File: src/hdl/cmm_pkg.sv
/*
  Package for the controller mode manager: mode encodings, startup word fields,
  parameter-store offset and tool command codes.
  Assumes a single 10 MHz clock domain and a synchronous active-high reset.
*/
package cmm_pkg;
  typedef enum logic [2:0] {
    CMM_EDIT = 3'h1,
    CMM_DEBUG = 3'h2,
    CMM_RUN = 3'h4
  } cmm_mode_t;

  localparam logic [15:0] CMM_STARTUP_WORD_ADDR = 16'h19C8;
  localparam logic [15:0] CMM_STARTUP_WORD_RESET = 16'h0000;
  localparam int CMM_UPPER_LSB = 8;
  localparam int CMM_LOWER_LSB = 0;
  localparam logic [7:0] CMM_UP_SWITCH = 8'h00;
  localparam logic [7:0] CMM_UP_PREVIOUS = 8'h01;
  localparam logic [7:0] CMM_UP_LOWER = 8'h02;
  localparam logic [7:0] CMM_LO_EDIT = 8'h00;
  localparam logic [7:0] CMM_LO_DEBUG = 8'h01;
  localparam logic [7:0] CMM_LO_RUN = 8'h02;

  // Tool command codes
  localparam logic [2:0] CMM_CMD_MONITOR = 3'h0;
  localparam logic [2:0] CMM_CMD_FORCE = 3'h1;
  localparam logic [2:0] CMM_CMD_VALUE = 3'h2;
  localparam logic [2:0] CMM_CMD_EDIT = 3'h3;
  localparam logic [2:0] CMM_CMD_PARAM = 3'h4;
  localparam logic [2:0] CMM_CMD_PROGRAM = 3'h5;

  localparam int CMM_IO_WORDS = 16;
  localparam logic [CMM_IO_WORDS-1:0] CMM_RETAIN_MASK = 16'hFF00;
  localparam logic [3:0] CMM_CLEAR_LAST = 4'hF;
endpackage

File: src/hdl/cmm_startup_decode.sv
/*
  Startup mode decoder: turns the startup word, programmer presence and switch
  into the mode to enter after power-on.
  Assumes stable inputs while the power-on sequence samples it.
*/
`timescale 1ns/1ns
module cmm_startup_decode
  import cmm_pkg::*;
(
  input wire logic [15:0] i_word,
  input wire logic i_prog_present,
  input wire cmm_mode_t i_switch_mode,
  input wire cmm_mode_t i_retained_mode,
  output cmm_mode_t o_mode
);
  function automatic cmm_mode_t lower_decode(input logic [7:0] f);
    unique case (f)
      CMM_LO_EDIT: lower_decode = CMM_EDIT;
      CMM_LO_DEBUG: lower_decode = CMM_DEBUG;
      default: lower_decode = CMM_RUN; // Unused codes fall to run
    endcase
  endfunction

  logic [7:0] upper;
  assign upper = i_word[CMM_UPPER_LSB +: 8];

  always_comb begin
    if (upper == CMM_UP_PREVIOUS) begin
      o_mode = i_retained_mode;
    end else if (upper == CMM_UP_LOWER) begin
      o_mode = lower_decode(i_word[CMM_LOWER_LSB +: 8]);
    end else if (i_prog_present) begin
      o_mode = i_switch_mode;
    end else begin
      o_mode = CMM_RUN;
    end
  end
endmodule

File: src/hdl/cmm_mode_manager.sv
/*
  Controller mode manager: chooses edit, debug-run or run mode, gates program
  execution and tool access, clears non-retained I/O memory at power-on.
  Assumes i_srst is the power-on reset and that retained mode survives it.
*/
// Summary of operation
// - Edit mode never executes the user program.
// - I/O refresh keeps running in edit mode.
// - Edit mode accepts parameter, program and forcing commands from the tool.
// - Debug-run executes the program and allows monitoring, forcing and value changes.
// - Run mode executes the program and rejects edits, forcing and value changes.
// - The parameter store is written only by the tool, never by the program.
// - Power-on parameters latch at startup; continuous ones follow live.
// - Power-on clears non-retained I/O words and keeps retained ones.
// - The communications selector picks default or stored serial settings.
// - Upper field 00 uses the programmer switch if present, else run.
// - Upper field 01 restores the mode held before power loss.
// - Upper field 02 takes the mode from the lower field.
// - Lower field 00, 01, 02 gives edit, debug-run, run.
// - Default word with no programmer starts straight in run mode.
// - Main program runs cyclically; interrupt programs only on their interrupt.
`timescale 1ns/1ns
module cmm_mode_manager
  import cmm_pkg::*;
(
  input wire logic i_clk,
  input wire logic i_srst,
  input wire logic i_prog_present,
  input wire cmm_mode_t i_switch_mode,
  input wire logic i_mode_req,
  input wire cmm_mode_t i_mode_req_val,
  input wire logic i_tool_valid,
  input wire logic [2:0] i_tool_cmd,
  input wire logic i_prog_pstore_wr,
  input wire logic [15:0] i_pstore_wdata,
  input wire logic i_comm_select,
  input wire logic i_irq,
  input wire logic i_cycle_tick,
  output cmm_mode_t o_mode,
  output logic o_exec_main,
  output logic o_exec_irq,
  output logic o_io_refresh,
  output logic o_tool_accept,
  output logic o_tool_reject,
  output logic o_pstore_we,
  output logic [15:0] o_startup_mode_setting,
  output logic o_use_stored_comm,
  output logic o_init_busy,
  output logic [3:0] o_clear_word,
  output logic o_clear_we
);
  logic prog_s1, prog_s2, comm_s1, comm_s2, irq_s1, irq_s2;
  logic req_s1, req_s2;
  cmm_mode_t switch_s1, switch_s2, req_val_s1, req_val_s2;
  logic tool_pstore_wr;
  logic [15:0] startup_mode_setting;
  cmm_mode_t mode, retained_mode, startup_mode;
  logic init_busy;
  logic [3:0] clr_idx;
  logic running;

  // Pins from the programmer pass two flops first
  always_ff @(posedge i_clk) begin
    prog_s1 <= i_prog_present;
    prog_s2 <= prog_s1;
    comm_s1 <= i_comm_select;
    comm_s2 <= comm_s1;
    irq_s1 <= i_irq;
    irq_s2 <= irq_s1;
    req_s1 <= i_mode_req;
    req_s2 <= req_s1;
    // Switch setting and requested mode are programmer pins as well
    switch_s1 <= i_switch_mode;
    switch_s2 <= switch_s1;
    req_val_s1 <= i_mode_req_val;
    req_val_s2 <= req_val_s1;
  end

  cmm_startup_decode u_dec (
    .i_word(startup_mode_setting),
    .i_prog_present(prog_s2),
    .i_switch_mode(switch_s2),
    .i_retained_mode(retained_mode),
    .o_mode(startup_mode)
  );

  function automatic logic tool_allowed(input cmm_mode_t m, input logic [2:0] c);
    unique case (m)
      CMM_EDIT: tool_allowed = 1'b1;
      CMM_DEBUG: tool_allowed = (c != CMM_CMD_PARAM) && (c != CMM_CMD_PROGRAM);
      default: tool_allowed = (c == CMM_CMD_MONITOR);
    endcase
  endfunction

  // Only the tool reaches the store; a program attempt has no write path and cannot veto it
  assign tool_pstore_wr = i_tool_valid && i_tool_cmd == CMM_CMD_PARAM && mode == CMM_EDIT
    && !init_busy;

  // Parameter store is not cleared by reset: it is non-volatile
  always_ff @(posedge i_clk) begin
    if (tool_pstore_wr) begin
      startup_mode_setting <= i_pstore_wdata;
    end
  end

  // Retained mode is not reset; it models battery-backed storage
  always_ff @(posedge i_clk) begin
    if (!i_srst && !init_busy) begin
      retained_mode <= mode;
    end
  end

  // Startup word is sampled once at power-on, new values apply next power cycle
  always_ff @(posedge i_clk) begin
    if (i_srst) begin
      init_busy <= 1'b1;
      clr_idx <= 4'h0;
      mode <= CMM_RUN;
    end else if (init_busy) begin
      clr_idx <= clr_idx + 4'h1;
      if (clr_idx == CMM_CLEAR_LAST) begin
        init_busy <= 1'b0;
        mode <= startup_mode;
      end
    end else if (req_s2 && prog_s2) begin
      mode <= req_val_s2;
    end
  end

  assign running = !init_busy && mode != CMM_EDIT;

  always_ff @(posedge i_clk) begin
    if (i_srst) begin
      o_mode <= CMM_RUN;
      o_exec_main <= 1'b0;
      o_exec_irq <= 1'b0;
      o_io_refresh <= 1'b0;
      o_tool_accept <= 1'b0;
      o_tool_reject <= 1'b0;
      o_pstore_we <= 1'b0;
      o_use_stored_comm <= 1'b0;
      o_init_busy <= 1'b1;
      o_clear_word <= 4'h0;
      o_clear_we <= 1'b0;
      o_startup_mode_setting <= CMM_STARTUP_WORD_RESET;
    end else begin
      o_mode <= mode;
      o_exec_main <= running && i_cycle_tick;
      o_exec_irq <= running && irq_s2;
      o_io_refresh <= !init_busy && i_cycle_tick;
      o_tool_accept <= i_tool_valid && !init_busy && tool_allowed(mode, i_tool_cmd);
      o_tool_reject <= i_tool_valid && (init_busy || !tool_allowed(mode, i_tool_cmd));
      o_pstore_we <= tool_pstore_wr;
      o_use_stored_comm <= comm_s2;
      o_init_busy <= init_busy;
      o_clear_word <= clr_idx;
      o_clear_we <= init_busy && !CMM_RETAIN_MASK[clr_idx];
      o_startup_mode_setting <= startup_mode_setting;
    end
  end
endmodule

File: config.mk
export PLATFORM = sky130hd
export DESIGN_NAME = cmm_mode_manager
export DESIGN_NICKNAME = d
export VERILOG_FILES = /design/src/hdl/cmm_pkg.sv /design/src/hdl/cmm_startup_decode.sv /design/src/hdl/cmm_mode_manager.sv
export SDC_FILE = /design/constraint.sdc
export NUM_CORES = 1
export LEC_CHECK = 0
export ABC_AREA = 1
export BUFFER_PORTS_ARGS = -buffer_cell sky130_fd_sc_hd__buf_2
export CAP_MARGIN = 20
export CELL_PAD_IN_SITES_DETAIL_PLACEMENT = 1
export CELL_PAD_IN_SITES_GLOBAL_PLACEMENT = 2
export CORE_UTILIZATION = 28
export DETAILED_ROUTE_END_ITERATION = 10
export GPL_TIMING_DRIVEN = 1
export PLACE_DENSITY = 0.77
export SYNTH_ARGS = -nofsm -noshare
export SYNTH_HDL_FRONTEND = slang
export SYNTH_SLANG_ARGS = --single-unit
File: constraint.sdc
create_clock -name i_clk -period 1.7 [get_ports i_clk]
set_clock_uncertainty 0.1 [all_clocks]
set_input_delay 0.085 -clock i_clk [delete_from_list [all_inputs] [get_ports i_clk]]
set_output_delay 0.085 -clock i_clk [all_outputs]
set_load 0.1 [all_outputs]
==> impl_metrics.csv <==
group,metric,value,unit
drt,post_drt_wl_per_cell,10.87,um
place,finalWeightedCongestion,0.6782,
clock_tree,cts_buffer_depth,2,
finish,design_area,3463,um^2
die,start_util,0.2945,
die,die_h,95.90,um
place,dpl.hpwl,3.400,mm
place,dp_slack,0.2669,ns
setup_path,critPathMaxStageDelay,0.56,ns
power,seq_power_share,0.541,
global_routing,grt_pass1_wl,8.176,mm
power,pwr-share-comb,0.079,
place,port_buffers,64,
power,p_leak,0.001584,uW
sta,rsz0062_at_grt,"false",
drt,dr.pass1.iters,4,
setup_path,critPathArrivalTime,1.73,ns
global_routing,track_usage,0.1227,
setup_path,required,1.87,ns
sta,tightest_slew,0.4924,ns
sta,slew_viol_final,0,
sta,relSlewSlack,0.6740,
drt,num_vias,1818,
drt,postRouteWirelength,4.879,mm
worst_hold_path,hold_class,"in -> reg",
synth,synth_seq_cells,80,
drt,ant_nets,0,
clock_tree,path_clk_slew,0.08,ns
drt,vias_per_cell,4.049,
clock_tree,clock_sinks,80,
finish,areaGrowthSynthToFinish,40.29,%
global_routing,grt_max_degree,31,
finish,final_cell_mix,"buf_2 (64), dfxtp_1 (61), nor2_1 (40), nand2_1 (33), inv_1 (32)",
synth,yosys.cell_types.count,20,
place,placed_area,2935,um^2
synth,ys_seq_area_frac,0.7258,
finish,drive_gt1_frac,0.2849,
job,max-cap-violations,0,
die,io_pins,66,
power,switchingPower,836.0,uW
power,swShare,0.2256,
sta,max_freq,641.3,MHz
finish,num_antenna_cells,0,
sta,finalCritPeriodShare,0.9173,
global_routing,grt_pass1_vias,1799,
clock_tree,clockRootBuffer,"clkbuf_8",
die,core_area,8382,um^2
global_routing,overflow,0,
drt,drt_iter0_drc,33,
clock_tree,cts-buffers-inserted,9,
power,internal_power,2869,uW
setup_path,cpMaxStageDelayCell,"dlygate4sd3_1",
sta,setup_viol,0,
synth,syn-num-nets,269,
die,fp.dieW,95.90,um
setup_path,cp_top_family,"buffers and inverters",
drt,post-route-drc-count,0,
setup_path,cp-end-kind,"flop",
clock_tree,cts_tree,"built",
synth,netlist_area,2469,um^2
clock_tree,cts.htree.levels,3,
setup_path,path_cells,"nor3_2 > nand2_1 > dlygate4sd3_1 > nor3_1",
sta,timing.final.crit_period,1.559,ns
die,dieArea,9196,um^2
run_status,status,"completed",
power,ir_worst_vdd,0.3887,mV
finish,num-nets-final,374,
sta,setup_slack,0.1407,ns
sta,finalHoldViolCount,0,
clock_tree,worstSkewPairLatency,0.34,ns
setup_path,startpoint_type,"flop",
synth,synth_area_per_cell,10.55,um^2
power,power,3705,uW
power,power_frac_clock,0.380,
synth,synthCells,234,
setup_path,path_max_fanout,7,
sta,setup_tns,0,ns
finish,layout_commonest_cell,"buf_2",
global_routing,antenna_found_initial,0,
power,powerDensity,1070,nW/um^2
synth,ys_warn_count,0,
setup_path,path_class,"reg -> reg",
setup_path,cp.buffers_inverters,1,
die,num_rows,33,
-- area by class of cell --
type                    count  area (um^2)
clock buffers              15        207.7
well taps                 105        131.4
clock inverters             1        5.005
fillers                   958         4918
multi-input cells         115        534.3
inverters                  36        135.1
repair buffers             97        658.1
flip-flops and latches     80         1792
-- cell families (layout without fill, tap and decap cells) --
logic type	count (synthesis)	count (layout)	share of synthesized area
AO/OA/AOI/OAI	14	14	0.03650
XOR/XNOR	1	1	0.003549
adder cells (fa/ha/maj)	1	1	0.005068
buffers and inverters	39	149	0.06082
flip-flops	80	80	0.7258
AND/OR/NAND/NOR	99	99	0.1683
-- flip-flops by register name (all words and copies together) (netlist names), 3 cells and up, named ones only --
signal,count
clr_idx,4
mode,3
o_clear_word,4
o_mode,3
o_startup_mode_setting,16
req_val_s1,3
req_val_s2,3
retained_mode,3
startup_mode_setting,16
switch_s1,3
switch_s2,3
-- path summary, 6_finish.rpt --
check	startpoint	to	slack (ns)	cells after the start
max reg2reg	init_busy	o_pstore_we	0.14	4
min	i_tool_cmd[2]	o_tool_accept	0.10	4
min reg2reg	comm_s1	comm_s2	0.23	0
max	init_busy	o_pstore_we	0.14	4
-- per-stage QoR --
step,utilization,instances,hold slack (ns)
after CTS,0.4114,448,0.001543
after detailed placement,0.3502,402,0.08906
final,0.4132,449,0.1012
after global routing,0.4132,449,0.1471
after floorplan,-,234,0.01272
after global placement,0.3502,402,0.08747
-- worst register-to-register path, stage by stage (launching register included) --
cell and delay [ns]:
dfxtp_1 0.40, nor3_2 0.21, nand2_1 0.09, dlygate4sd3_1 0.56, nor3_1 0.12
-- cells in the mapped netlist (all sizes together) --
cell	instances	area [um^2]
o221ai	1	8.760
buf	3	15.01
nor2	45	178.9
nand3	13	70.07
a21oi	8	47.55
xor2	1	8.760
inv	36	135.1
o21ai	4	27.53
dfxtp	61	1221
edfxtp	19	570.6
nand2	35	136.4
a31oi	1	6.260
ha	1	12.51
nor3	6	30.03
-- layer usage --
metal	track usage	wire [um]	share of wire	vias to the layer above
li1	-	-	-	939
met3	0.04028	176	0.036	9
met5	0	0	0	-
met4	0.06716	97	0.020	0
met2	0.2000	2377	0.49	42
met1	0.1422	2228	0.46	828
-- timing repair --
action                                  CTS  global route
endpoints found under the setup margin    0             1
endpoints found under the hold margin    31             1
hold buffers                             30             1
gates resized for setup                   0             1
buffers inserted                          0             0
-- power groups by stage --
| stage | clock, uW | sequential (uW) | combinational [uW] |
|---|---|---|---|
| detailed placement | 0 | 2050 | 241 |
| CTS | 1470 | 2010 | 293 |
| global route | 1550 | 2010 | 316 |
| global placement | 0 | 2050 | 240 |
| floorplan | 0 | 2180 | 43.7 |
| finish | 1410 | 2010 | 292 |
Note: power is estimated with default switching activity, not from simulation.
